--- config.mk ---
export PLATFORM = sky130hd
export DESIGN_NAME = spindle_command_io_logic
export DESIGN_NICKNAME = d
export VERILOG_FILES = /design/src/rtl/spindle_io_pkg.sv /design/src/rtl/spindle_command_io_logic.sv
export SDC_FILE = /design/constraint.sdc
export NUM_CORES = 1
export LEC_CHECK = 0
export BUFFER_PORTS_ARGS = -buffer_cell sky130_fd_sc_hd__clkbuf_2
export CORE_MARGIN = 5
export CORE_UTILIZATION = 55
export CTS_CLUSTER_SIZE = 12
export DETAILED_ROUTE_END_ITERATION = 8
export PLACE_DENSITY = 0.81
export SETUP_SLACK_MARGIN = 0.2
export SLEW_MARGIN = 15
export SYNTH_ARGS = -nofsm -noshare
export SYNTH_HDL_FRONTEND = slang
export SYNTH_SLANG_ARGS = --single-unit
--- constraint.sdc ---
create_clock -name clock -period 5.2 [get_ports clock]
set_input_delay 1.04 -clock clock [delete_from_list [all_inputs] [get_ports clock]]
set_output_delay 1.04 -clock clock [all_outputs]
set_load 0.05 [all_outputs]
--- src/rtl/spindle_io_pkg.sv ---
// Constants and types for the spindle command and status logic
package spindle_io_pkg;
   // APB register byte addresses
   localparam logic [7:0] ADDR_CONFIG    = 8'h00;
   localparam logic [7:0] ADDR_THRESHOLD = 8'h04;
   localparam logic [7:0] ADDR_ALARM     = 8'h08;
   localparam logic [7:0] ADDR_POSITION  = 8'h0C;
   localparam logic [7:0] ADDR_IN_MON    = 8'h10;
   localparam logic [7:0] ADDR_OUT_MON   = 8'h14;
   // Config field positions
   localparam int CFG_FMT_LSB    = 0;
   localparam int CFG_INVERT     = 2;
   localparam int CFG_INT_EN     = 3;
   localparam int CFG_RANGE      = 4;
   localparam int CFG_FAULT_POL  = 5;
   localparam int CFG_INDEX_SRC  = 6;
   localparam logic [6:0] CFG_RESET = 7'h00;
   localparam logic [15:0] THRESHOLD_RESET = 16'h000A;
   // Alarm number limit for clear by input
   localparam logic [7:0] ALARM_CLEARABLE_MAX = 8'h09;
   // Input monitor bit positions
   localparam int IN_ENABLE  = 0;
   localparam int IN_CLEAR   = 1;
   localparam int IN_INHIBIT = 2;
   localparam int IN_DEVCLR  = 3;
   // Output monitor bit positions
   localparam int OUT_FAULT  = 0;
   localparam int OUT_READY  = 1;
   localparam int OUT_ZERO   = 2;
   localparam int OUT_INDEX  = 3;
   // Pulse rate limit
   localparam int MAX_PULSE_KHZ = 1000;
   localparam int CLOCK_KHZ     = 100000;
   localparam int PULSE_PERIOD_CYCLES = CLOCK_KHZ / MAX_PULSE_KHZ;
   typedef enum logic [1:0] {
      FMT_PULSE_DIR,
      FMT_CCW_CW,
      FMT_QUADRATURE,
      FMT_UNUSED
   } pulse_format_type;
endpackage

--- src/rtl/spindle_command_io_logic.sv ---
// Command pulse decode, enable and alarm handling, status outputs
`timescale 1ns/10ps
module spindle_command_io_logic
   import spindle_io_pkg::*;
#(
   parameter int POS_WIDTH   = 32,
   parameter int SPEED_WIDTH = 16
)(
   input  wire logic                   clock,             // System clock 100 MHz
   input  wire logic                   sys_rst,           // Async reset, high
   input  wire logic                   psel,              // APB select
   input  wire logic                   penable,           // APB enable
   input  wire logic                   pwrite,            // APB write
   input  wire logic [7:0]             paddr,             // APB byte address
   input  wire logic [31:0]            pwdata,            // APB write data
   output logic                        pready,            // APB ready
   output logic      [31:0]            prdata,            // APB read data
   output logic                        pslverr,           // APB error
   input  wire logic                   command_pulse_in,  // Pulse / CCW / A phase
   input  wire logic                   command_sign_in,   // Direction / CW / B phase
   input  wire logic                   drive_enable_in_n, // Enable, low active pin
   input  wire logic                   alarm_clear_in_n,  // Alarm clear, low active
   input  wire logic                   pulse_inhibit_in_n,// Pulse inhibit, low active
   input  wire logic                   deviation_clear_in_n, // Deviation clear, low
   input  wire logic [SPEED_WIDTH-1:0] measured_speed,    // Motor speed magnitude
   input  wire logic                   alarm_event,       // Fault detected pulse
   input  wire logic [7:0]             alarm_code,        // Number of that fault
   input  wire logic                   motor_index_in,    // Motor encoder Z
   input  wire logic                   aux_index_in,      // Second feedback Z
   output logic                        servo_on,          // Motor energized
   output logic                        analog_unipolar,   // Analog range select
   output logic                        fault_out,         // Fault pin level
   output logic                        drive_ready_out,   // Ready pin level
   output logic                        zero_speed_out,    // Zero speed pin level
   output logic                        index_pulse_out,   // Index pin level
   output logic      [POS_WIDTH-1:0]   position_count     // Accumulated command
);

   ////////////////////////////////////////////////////////////////////////////
   // Input synchronisers
   logic [5:0] sync_a;
   logic [5:0] sync_b;
   logic [5:0] prev_b;
   logic [5:0] pins;
   logic [2:0] warm;

   // Low pin level means asserted for the four control pins; pulse and sign pass uninverted
   assign pins = {command_sign_in, command_pulse_in, ~deviation_clear_in_n,
                  ~pulse_inhibit_in_n, ~alarm_clear_in_n, ~drive_enable_in_n};

   always_ff @(posedge clock or posedge sys_rst)
   begin
      if (sys_rst)
      begin
         sync_a <= 6'h00;
         sync_b <= 6'h00;
         prev_b <= 6'h00;
         warm   <= 3'h0;
      end
      else
      begin
         sync_a <= pins;
         sync_b <= sync_a;
         prev_b <= sync_b;
         // Edges valid once prev_b holds real pin data
         warm   <= {warm[1:0], 1'b1};
      end
   end

   logic enable_pin;
   logic clear_pin;
   logic inhibit_pin;
   logic devclr_pin;
   logic pulse_a;
   logic pulse_b;
   logic pulse_a_prev;
   logic pulse_b_prev;
   assign enable_pin   = sync_b[IN_ENABLE];
   assign clear_pin    = sync_b[IN_CLEAR];
   assign inhibit_pin  = sync_b[IN_INHIBIT];
   assign devclr_pin   = sync_b[IN_DEVCLR];
   assign pulse_a      = sync_b[4];
   assign pulse_b      = sync_b[5];
   assign pulse_a_prev = prev_b[4];
   assign pulse_b_prev = prev_b[5];

   ////////////////////////////////////////////////////////////////////////////
   // Configuration registers and APB slave
   logic [6:0]             config_reg;
   logic [SPEED_WIDTH-1:0] threshold;
   logic [6:0]             next_config_reg;
   logic [SPEED_WIDTH-1:0] next_threshold;
   logic                   wr_en;

   pulse_format_type fmt;
   assign fmt     = pulse_format_type'(config_reg[CFG_FMT_LSB +: 2]);
   assign wr_en   = psel && penable && pwrite;
   assign pready  = 1'b1;

   always_comb
   begin
      next_config_reg = config_reg;
      next_threshold  = threshold;
      if (wr_en && paddr == ADDR_CONFIG)
         next_config_reg = pwdata[6:0];
      if (wr_en && paddr == ADDR_THRESHOLD)
         next_threshold = pwdata[SPEED_WIDTH-1:0];
   end

   always_ff @(posedge clock or posedge sys_rst)
   begin
      if (sys_rst)
      begin
         config_reg <= CFG_RESET;
         threshold  <= THRESHOLD_RESET[SPEED_WIDTH-1:0];
      end
      else
      begin
         config_reg <= next_config_reg;
         threshold  <= next_threshold;
      end
   end

   assign analog_unipolar = config_reg[CFG_RANGE];

   ////////////////////////////////////////////////////////////////////////////
   // Pulse decoder
   logic [POS_WIDTH-1:0] next_position;
   logic                 step;
   logic                 step_up;

   // Two-flop sync plus edge detect resolves 100 ns edges at 1 MHz
   always_comb
   begin
      step    = 1'b0;
      step_up = 1'b0;
      unique case (fmt)
         FMT_PULSE_DIR:
         begin
            step    = pulse_a && !pulse_a_prev;
            step_up = !pulse_b;
         end
         FMT_CCW_CW:
         begin
            step    = (pulse_a && !pulse_a_prev) ^ (pulse_b && !pulse_b_prev);
            step_up = pulse_a && !pulse_a_prev;
         end
         FMT_QUADRATURE:
         begin
            // Every edge of either phase; A leading counts up
            step    = (pulse_a ^ pulse_a_prev) ^ (pulse_b ^ pulse_b_prev);
            step_up = (pulse_a_prev ^ pulse_b) == 1'b0;
         end
         default:
         begin
            step    = 1'b0;
            step_up = 1'b0;
         end
      endcase
      // No false edge from pins already high at reset release
      if (!warm[2])
         step = 1'b0;
      if (config_reg[CFG_INVERT])
         step_up = !step_up;
      next_position = position_count;
      if (devclr_pin)
         next_position = '0;
      else if (step && !inhibit_pin)
         next_position = step_up ? position_count + 1'b1
                                 : position_count - 1'b1;
   end

   always_ff @(posedge clock or posedge sys_rst)
   begin
      if (sys_rst)
         position_count <= '0;
      else
         position_count <= next_position;
   end

   ////////////////////////////////////////////////////////////////////////////
   // Enable and alarm handling
   logic [7:0] alarm_number;
   logic [7:0] next_alarm_number;
   logic       enable_req;
   logic       clear_edge;
   logic       clear_ok;

   assign enable_req = config_reg[CFG_INT_EN] ? 1'b1 : enable_pin;
   assign clear_edge = clear_pin && !prev_b[IN_CLEAR] && warm[2];
   assign clear_ok   = !enable_pin && clear_edge
                       && alarm_number <= ALARM_CLEARABLE_MAX;

   always_comb
   begin
      next_alarm_number = alarm_number;
      if (clear_ok)
         next_alarm_number = 8'h00;
      // A fault in the clearing cycle still latches
      if (alarm_event && alarm_code != 8'h00 && (alarm_number == 8'h00 || clear_ok))
         next_alarm_number = alarm_code;
   end

   always_ff @(posedge clock or posedge sys_rst)
   begin
      if (sys_rst)
         alarm_number <= 8'h00;
      else
         alarm_number <= next_alarm_number;
   end

   ////////////////////////////////////////////////////////////////////////////
   // Status outputs
   logic next_servo_on;
   logic next_fault;
   logic next_ready;
   logic next_zero;
   logic next_index;
   logic alarm_active;

   assign alarm_active = alarm_number != 8'h00;

   always_comb
   begin
      next_servo_on = enable_req && !alarm_active;
      next_fault    = alarm_active ^ config_reg[CFG_FAULT_POL];
      next_ready    = next_servo_on;
      next_zero     = measured_speed < threshold;
      next_index    = config_reg[CFG_INDEX_SRC] ? aux_index_in
                                                : motor_index_in;
   end

   always_ff @(posedge clock or posedge sys_rst)
   begin
      if (sys_rst)
      begin
         servo_on        <= 1'b0;
         fault_out       <= 1'b0;
         drive_ready_out <= 1'b0;
         zero_speed_out  <= 1'b0;
         index_pulse_out <= 1'b0;
      end
      else
      begin
         servo_on        <= next_servo_on;
         fault_out       <= next_fault;
         drive_ready_out <= next_ready;
         zero_speed_out  <= next_zero;
         index_pulse_out <= next_index;
      end
   end

   ////////////////////////////////////////////////////////////////////////////
   // APB read mux with monitors
   logic [31:0] next_prdata;
   logic        next_pslverr;
   logic        mapped;

   always_comb
   begin
      mapped       = 1'b1;
      next_prdata  = 32'h0000_0000;
      unique case (paddr)
         ADDR_CONFIG:    next_prdata[6:0] = config_reg;
         ADDR_THRESHOLD: next_prdata[SPEED_WIDTH-1:0] = threshold;
         ADDR_ALARM:     next_prdata[7:0] = alarm_number;
         ADDR_POSITION:  next_prdata[POS_WIDTH-1:0] = position_count;
         ADDR_IN_MON:    next_prdata[3:0] = sync_b[3:0];
         ADDR_OUT_MON:   next_prdata[3:0] = {index_pulse_out, zero_speed_out,
                                             drive_ready_out,
                                             alarm_active};
         default:        mapped = 1'b0;
      endcase
      next_pslverr = psel && !penable && !mapped;
   end

   always_ff @(posedge clock or posedge sys_rst)
   begin
      if (sys_rst)
      begin
         prdata  <= 32'h0000_0000;
         pslverr <= 1'b0;
      end
      else if (psel && !penable)
      begin
         prdata  <= next_prdata;
         pslverr <= next_pslverr;
      end
   end

endmodule // spindle_command_io_logic

# Word level (Yosys, flattened, before mapping)
# Index checks and enable logic that the tools add are counted.
[word_totals] reg_bits=121 in_bits=78 out_inout_bits=72 elab_cells=88
[classes] add_sub_neg=2 magnitude_cmp=2 eq_ne=7 n_mux=17 n_bitwise=11 n_reduce_logical=35
[op_table] cell="$mux W32" n=3
[op_table] cell="$add A32 B1 Y32 const B" n=1
[op_table] cell="$sub A32 B1 Y32 const B" n=1
[op_table] cell="$pmux W4 S6" n=1
[op_table] cell="$eq A8 B4 Y1 const B" n=2
[op_table] cell="$eq A8 B5 Y1 const B" n=2
[op_table] cell="$logic_and A1 B1 Y1" n=16
[op_table] cell="$logic_not A8 Y1" n=2
[op_table] cell="$lt A16 B16 Y1" n=1
[op_table] cell="$mux W16" n=1
[op_table] cell="$mux W8" n=2
[op_table] cell="$pmux W8 S2" n=1
[op_table] cell="$reduce_bool A8 Y1" n=2
[op_table] cell="$pmux W3 S4" n=1
[op_table] cell="$logic_not A1 Y1" n=10
[op_table] cell="$pmux W1 S3" n=3
[op_table] cell="$eq A8 B3 Y1 const B" n=1
[op_table] cell="$le A8 B4 Y1 const B" n=1
[op_table] cell="$reduce_or A6 Y1" n=1
[op_table] cell="$xor A1 B1 Y1" n=6
[op_table] cell="$mux W1" n=5
[op_table] cell="$not A1 Y1" n=5
[op_table] cell="$reduce_bool A2 Y1" n=2
[op_table] cell="$eq A2 B1 Y1 const B" n=1
[op_table] cell="other kinds (3)" n=3

# Depth between registers and ports, before layout
# Gate-level depths: netlist of run 1.
[depth] word_depth=8 depth_mapped=17 mapped_depth_nobuf=16

# Least setup slack after synthesis of run 1
# No wires, ideal clock.
[synth_timing] path_kind="register -> register" from="register prev_b[4]" to="register position_count[31]" setup_ns=0.078 arrival_ns=3.731 t_required_ns=5.122 slack_ns=1.391 path_stages_with_launch=18 path_buffers=1 period_less_slack_ns=3.809 cell_sequence="dfrtp_1 > inv_1 > ha_1 > nor2b_1 > nor3_2 > o21a_1 > nor2_8 > inv_2 > buf_1 > ha_1 > nand2_1 > nor2_1 > nor4b_2 > a2111o_2 > o221ai_1 > a31oi_1 > or4_1 > a21oi_1"
[synth_between] elab_chain_cells=8 elab_cells_between_ends=17 cone_classes="7 x mux; 5 x bitwise; 5 x reduce/logical"
[synth_lines] item="start: declaration" line_no="spindle_command_io_logic.sv:43" text="logic [5:0] prev_b;"
[synth_lines] item="start signal: assignment" line_no="spindle_command_io_logic.sv:64" text="prev_b <= sync_b;"
[synth_lines] item="$xor A1 B1 Y1 / $logic_not A1 Y1 (equally long branches)"
[synth_lines] item="$not A1 Y1 / $logic_and A1 B1 Y1 (equally long branches)"
[synth_lines] item="$pmux W1 S3" line_no="spindle_command_io_logic.sv:137" text="unique case (fmt)"
[synth_lines] item="$logic_not A1 Y1" line_no="spindle_command_io_logic.sv:164" text="step_up = !step_up;"
[synth_lines] item="$mux W1" line_no="spindle_command_io_logic.sv:163" text="if (config_reg[CFG_INVERT])"
[synth_lines] item="$mux W32" line_no="spindle_command_io_logic.sv:169" text="next_position = step_up ? position_count + 1'b1"
[synth_lines] item="$mux W32" line_no="spindle_command_io_logic.sv:168" text="else if (step && !inhibit_pin)"
[synth_lines] item="$mux W32" line_no="spindle_command_io_logic.sv:166" text="if (devclr_pin)"
[synth_lines] item="end signal: assignment" line_no="spindle_command_io_logic.sv:178" text="position_count <= next_position;"
[synth_lines] item="end: declaration" line_no="spindle_command_io_logic.sv:36" text="output logic [POS_WIDTH-1:0] position_count"
# Parallel ways exist; a longest one is shown, timed or not. The select of a mux whose other input is x is not followed.
# A chain may end at the register's enable or synchronous reset.

# Worst setup path after layout of run 1
# Same ends and word-level chain as after synthesis.

==> metrics.txt, run 1 <==
CP arrival=4650 ps; RSZ-0062 raised after global routing=false; Max IR drop VDD=198.7 µV; clock-pin slew on the worst setup and hold paths=around 50 ps; Final Critical Period=4315 ps; max cap viols=0; WL/cell=about 19 µm; synth top area cells=dfrtp_1 44%, nand2_1 4.5%, o21ai_0 4.0%; Post-Syn Area=0.006573 mm²; ys async rst share=100.0%; Core Footprint=about 0.012 mm²; biggest regs=position_count: 32 flops, prdata: 32 flops, threshold: 16 flops; largest net degree at the start of global routing=82; CTS Buf Count=17; Hold WC Path Type=reg -> reg; leakage component of the power=between 0.003 and 0.004 µW; commonest non-fill, non-tap cell in the layout=clkbuf_2; vias after detailed routing=about 6k; fin cells=980; number of distinct library cells after synthesis=68; row cnt=40; hold endpoint=warm[2]; Initial Utilization=55.41%; outcome=complete, no violations; Critical Path RT=5540 ps; period utilization=82.98%; vias in the first global route=6002; slew of the pin with the lowest slew margin=1211 ps; CTS tree=done; area grow syn2layout=19.63%; Avg Vias per Cell=6.088; number of synthesized flops with an enable pin=0; DRT Pass-1 Iters=5; Reg2Reg Launch Point=prev_b[4]; Fmax=0.2318 GHz; commonest non-fill, non-tap cells in the layout=132 x clkbuf_2, 116 x dfrtp_1, 79 x nand2_1; gpl congestion=0.9045; CP max FO=33; Post-CTS Hold Buffers=0; placed instance count=948; TritonCTS Sinks=118; Remaining Overflow, GRT=0; Slew Limit Fails=0; largest area contributor in the netlist=dfrtp_1; cell depth of the worst hold path=0; max_slew headroom=18.63%; initial antenna violation count=0; Yosys warnings=0; Die Wd=119.3 µm; Clock Skew=17.82 ps; CTS resizes=0; Reg2Reg Setup Slack=around 890 ps; Setup Fix Bufs, Post-CTS=0; Root Buffer=clkbuf_16; layout cells sized above 1=24.25%; Overall Global Routing Usage=between 20% and 30%; post-synthesis cell count=710; clock buffer depth=2; Main synth FF type=dfrtp_1; hold path start=warm[1]; H-tree depth=4; first-pass GRT wire length=30370 µm; Initial DRC Count=564; die area=0.01424 mm²; clk_lat worst skew=430 ps; Synth Register Bits=between 100 and 150; Diodes inserted=0; mean cell area of the mapped netlist=just over 9 µm²; hpwl dp=13190 µm; setup_tns=0 ps; Post-DRT Antenna Nets=0; crit end category=register; total routed wirelength=about 19000 µm; r2r endpoint=position_count[31]; Die Height=119.3 µm; sequential area share after synthesis=44.96%; final count of hold timing violations=0; # DRC=0; I/O pin total=150; Final Setup Violations=0; nets=a little over 900; reg2reg path depth=16; crit path kind=reg -> reg; PortBufs=132; CP Launch Type=register; Pwr Density=329.2 mW/mm²; top-area cell type share of the netlist area=44.17%
## per-layer routing
metal	track usage (%)	vias up	routed length (µm)
li1	-	2791	-
met5	0	-	0
met1	35.59	2896	8194
met3	7.312	28	1231
met2	41.75	251	8794
met4	9.950	0	306
## critical path, cell delays in order, from the launching register on
cell      delay (ps)
dfrtp_1          390
inv_1             60
ha_1             180
nor2b_1           80
nor3_2           440
nor3_2           200
nor2_8           400
inv_2            280
ha_1             470
nand3_1          120
or3_1            320
nor3_1           190
a2111o_2         160
nand4_1          110
and3_1           230
or4_1            420
a21oi_1          170
## cells by family (layout without fill, tap and decap cells)
kind of cell | Yosys count | count (layout) | synth area share (%)
compound gates | 144 | 144 | 13.97
xor+xnor | 25 | 25 | 3.331
simple gates | 301 | 301 | 24.01
fa+ha+maj | 20 | 20 | 3.807
mux | 28 | 28 | 5.387
buf+inv | 73 | 195 | 4.473
flops | 118 | 118 | 44.96
other cells | 1 | 2 | 0.05706
## synth_stat cells, types with 5 or more instances
cell,count
o21ai_0,52
or4_1,14
a22o_1,20
nand4_1,16
and4_1,6
nor2b_1,6
xnor2_1,15
mux4_2,5
dfrtp_1,116
inv_1,24
xor2_1,10
a21o_1,9
and3_1,6
nand2b_1,5
a21oi_1,27
nor2_1,57
or3_1,16
clkbuf_1,37
nand3_1,19
a31oi_1,7
nor3_1,33
ha_1,20
mux2_2,9
nor4_1,14
a211oi_1,5
nand2_1,79
mux2i_1,14
## metrics by stage
step                instance area, µm²  setup WS (ps)  hold slack [ps]  power [µW]  utilization (%)
floorplan                         6576           1034            331.2        1314                -
global placement                  7268           1129            332.1        1422            61.28
detailed placement                7268          959.1            334.7        1434            61.28
CTS                               7863          941.5            354.8        2602            66.29
global route                      7863          603.8            355.9        2699            66.29
finish                            7863          885.1            347.6        2588            66.29
## power by group
group | total [µW] | internal, µW | switching [µW] | leakage [µW]
sequential | 1040 | 975 | 69.3 | 0.00150
combinational | 381 | 142 | 239 | 0.00204
clock | 1160 | 742 | 421 | 0.000285
total | 2590 | 1860 | 729 | 0.00383
## area by class of cell
cell class                 instances  area, µm²
tap                              147      183.9
timing repair buffer             138      705.7
multi-input combinational        520       3327
sequential                       118       2955
clock inverter                    11      123.9
inverter                          25      96.34
clock buffer                      21      470.5
fill                             963       3999
## worst max-delay path by stage
stage	from	end	depth (start not counted)
global route	prev_b[4]	position_count[31]	16
floorplan	sys_rst	alarm_number[0]	1
detailed placement	prev_b[4]	position_count[31]	16
finish	prev_b[4]	position_count[31]	16
CTS	prev_b[4]	position_count[31]	16
global placement	prev_b[4]	position_count[31]	16
No activity file was read; power rests on OpenSTA's default activity.
==> run 2, diff against run 1 <==
ABC_AREA = 1   (was not set)
PLACE_DENSITY = 0.8   (was 0.81)
clock period = 4.1 ns   (was 5.2 ns; I/O delays follow)
==> run 2 against run 1 <==
- total power up 23%
- die area up 6.3%
- global-route usage increased by 1.1 points
- routed wire length increased by 9.2%
- register-to-register slack gained 280 ps
- largest cell class unchanged
- core utilization rose by 0.79 points
- non-clock buffer count is 1 lower
- sequential power up 18%
- design area rose by 7.2%
- critical path depth is 1 higher
- flip-flop and latch count unchanged
==> metrics.txt, run 2 <==
outcome=complete, no violations (unchanged); WP buf/inv=0 (was 2); nets=1193 (was 918); Die Height=123 µm (was 119.3 µm); WL/cell=15.81 µm (was 18.90 µm); layout cells sized above 1=17.33% (was 24.25%); largest net degree at the start of global routing=119 (was 82); CP most frequent cell=nand2_1; row cnt=41 (was 40); Critical Path Stages=17 (was 16); crit end category=register (unchanged); Synth Register Bits=118 (unchanged); CP arrival=3250 ps (was 4650 ps); Post-DRT Antenna Nets=0 (unchanged); CP delay by family, top=simple AND/OR/NAND/NOR gates (unchanged); Yosys warnings=0 (unchanged); Setup Fix Bufs, Post-CTS=0 (unchanged); CTS Buf Count=17 (unchanged); count leader, synth=nand2_1 (was dfrtp_1); slew of the pin with the lowest slew margin=918.1 ps (was 1211 ps); CP max stage delay=520 ps (was 470 ps); crit path kind=reg -> reg (unchanged); max_slew headroom=38.65% (was 18.63%); sequential area share after synthesis=42.08% (was 44.96%); DP Area=0.007809 mm² (was 0.007268 mm²); Post-Syn Area=0.007023 mm² (was 0.006573 mm²); clock buffer depth=2 (unchanged); TritonCTS Sinks=118 (unchanged); Core Footprint=0.01257 mm² (was 0.01186 mm²); sequential share of power=38.6% (was 40.4%); max cap viols=0 (unchanged); combinational share of power=12.4% (was 14.7%); CTS resizes=0 (unchanged); final count of hold timing violations=0 (unchanged); gpl congestion=0.9683 (was 0.9045); synth cell count leaders=285 x nand2_1, 125 x inv_1, 116 x dfrtp_1 (was 116 x dfrtp_1, 79 x nand2_1, 57 x nor2_1); Remaining Overflow, GRT=0 (unchanged); clk_lat worst skew=420 ps (was 430 ps); Slowest cell on crit path=nand2_4 (was ha_1); Fill cells=1108 (was 963); r2r endpoint=position_count[27] (was position_count[31]); Reg2Reg Launch Point=sync_b[4] (was prev_b[4]); Main synth FF type=dfrtp_1 (unchanged); leakage component of the power=0.004358 µW (was 0.003826 µW); Avg Vias per Cell=5.558 (was 6.088); Reg2Reg Setup Slack=1160 ps (was 890 ps); CTS tree=done (unchanged); first-pass GRT wire length=33140 µm (was 30370 µm); hpwl dp=14800 µm (was 13190 µm); largest area contributor in the netlist=dfrtp_1 (unchanged); Initial DRC Count=697 (was 564); biggest regs=position_count: 32 flops, prdata: 32 flops, threshold: 16 flops (unchanged); Pwr Density=378.8 mW/mm² (was 329.2 mW/mm²); initial antenna violation count=0 (unchanged); setup_tns=0 ps (unchanged); pre-CTS setup slack=1214 ps (was 959.1 ps); ys async rst share=100.0% (unchanged); commonest non-fill, non-tap cell in the layout=nand2_1 (was clkbuf_2); Hold WC Path Type=reg -> reg (unchanged); Final WS setup=1163 ps (was 885.1 ps); Clock Skew=4.442 ps (was 17.82 ps); synth top area cells=dfrtp_1 41%, nand2_1 15%, inv_1 6.7% (was dfrtp_1 44%, nand2_1 4.5%, o21ai_0 4.0%); Slew Limit Fails=0 (unchanged); area grow syn2layout=20.04% (was 19.63%); Initial Utilization=55.88% (was 55.41%); Critical Path RT=4410 ps (was 5540 ps); design area=0.008431 mm² (was 0.007863 mm²); CP startpoint=sync_b[4] (was prev_b[4]); Clk pwr share=49.0% (was 44.9%); Die Wd=123 µm (was 119.3 µm); switching share of power=27.77% (was 28.17%); CP max FO=55 (was 33); Pwr Total=3193 µW (was 2588 µW); Final Critical Period=2937 ps (was 4315 ps); final hold slack=345.7 ps (was 347.6 ps); Final Setup Violations=0 (unchanged); reg2reg path depth=17 (was 16); post-synthesis cell count=965 (was 710); hold path start=warm[1] (unchanged); mean cell area of the mapped netlist=7.278 µm² (was 9.257 µm²); total routed wirelength=20230 µm (was 18530 µm); Overall Global Routing Usage=27.81% (was 26.67%); Worst Setup EP=position_count[27] (was position_count[31]); I/O pin total=150 (unchanged); area of the multi-input gates=0.003440 mm² (was 0.003327 mm²); Reg area=0.002955 mm² (unchanged); RSZ-0062 raised after global routing=false (unchanged); Root Buffer=clkbuf_16 (unchanged); die area=0.01513 mm² (was 0.01424 mm²); Fmax=0.3405 GHz (was 0.2318 GHz); Diodes inserted=0 (unchanged); Net Switching=886.9 µW (was 729.1 µW); vias in the first global route=6964 (was 6002); Max IR drop VDD=309.7 µV (was 198.7 µV); vias after detailed routing=7114 (was 5966); Internal Pwr Total=2306 µW (was 1859 µW); CP cell instances=ha_1 > nand3_1 > nand4_1 > nand2_4 > nand2_1 > nand2_1 > nand2_1 > nor2_1 > nand2_1 > nand2_2 > nand2_1 > nand2_1 > nand2_1 > nand2_1 > nand2_1 > nand3_1 > nand2_1 (was inv_1 > ha_1 > nor2b_1 > nor3_2 > nor3_2 > nor2_8 > inv_2 > ha_1 > nand3_1 > or3_1 > nor3_1 > a2111o_2 > nand4_1 > and3_1 > or4_1 > a21oi_1); number of distinct library cells after synthesis=41 (was 68); DRT Pass-1 Iters=6 (was 5); CP Launch Type=register (unchanged); H-tree depth=4 (unchanged); period utilization=71.63% (was 82.98%); PortBufs=132 (unchanged); clock-pin slew on the worst setup and hold paths=60 ps (was 50 ps); # DRC=0 (unchanged); commonest non-fill, non-tap cells in the layout=285 x nand2_1, 132 x clkbuf_2, 124 x inv_1 (was 132 x clkbuf_2, 116 x dfrtp_1, 79 x nand2_1); number of synthesized flops with an enable pin=0 (unchanged); top-area cell type share of the netlist area=41.33% (was 44.17%); Post-CTS Hold Buffers=0 (unchanged)
-- run 2: how the worst min path moves through the flow --
stage | slack (ps) | end | cells after the start
final | 350 | warm[2] | 0
after global placement | 330 | sync_b[5] | 0
after CTS | 350 | sync_b[3] | 0
after floorplan | 330 | sync_b[0] | 0
after global routing | 360 | warm[1] | 0
after detailed placement | 340 | warm[2] | 0
-- run 2: through the flow --
step                      std cells  utilization, %
final                          1280           67.08
after global routing           1280           67.08
after global placement         1248           62.13
after CTS                      1280           67.08
after detailed placement       1248           62.13
after floorplan                 966               -
-- run 2: final cells by class --
type	instances	area share, %
Multi-Input combinational cell	692	40.80
Sequential cell	118	35.05
Timing Repair Buffer	137	8.430
Inverter	129	5.788
Clock buffer	20	5.417
Tap cell	172	2.553
Clock inverter	12	1.959
-- run 2: worst reg2reg max path: cells and delay by family, from the launching register on --
family                     cells  cell delay, ps
DFF                            1             390
adders and majority gates      1             240
and+or+nand+nor               16            2210
-- run 2: kinds of logic after synthesis --
logic type               after synthesis  synth area share (%)
other                                  1               0.05340
AND/OR/NAND/NOR                      476                 28.38
flip-flops                           118                 42.08
buffers and inverters                156                 8.997
AO/OA/AOI/OAI                        191                 16.55
XOR/XNOR                               3                0.3742
adder cells (fa/ha/maj)               20                 3.563
-- run 2: per-layer routing --
| metal | GRT usage, % | routed length [µm] | up-vias |
|---|---|---|---|
| met1 | 34.33 | 8230 | 3290 |
| met4 | 12.60 | 741 | 0 |
| met2 | 46.29 | 9590 | 312 |
| li1 | - | - | 3454 |
| met3 | 6.725 | 1670 | 58 |
| met5 | 0 | 0 | - |
-- run 2: power by group through the flow --
stage	clock network (µW)	logic, µW	registers [µW]
2_1_floorplan	0	214	1310
3_3_place_gp	0	387	1250
3_5_place_dp	0	394	1250
4_1_cts	1580	397	1230
5_1_grt	1630	443	1230
6_report	1560	397	1230
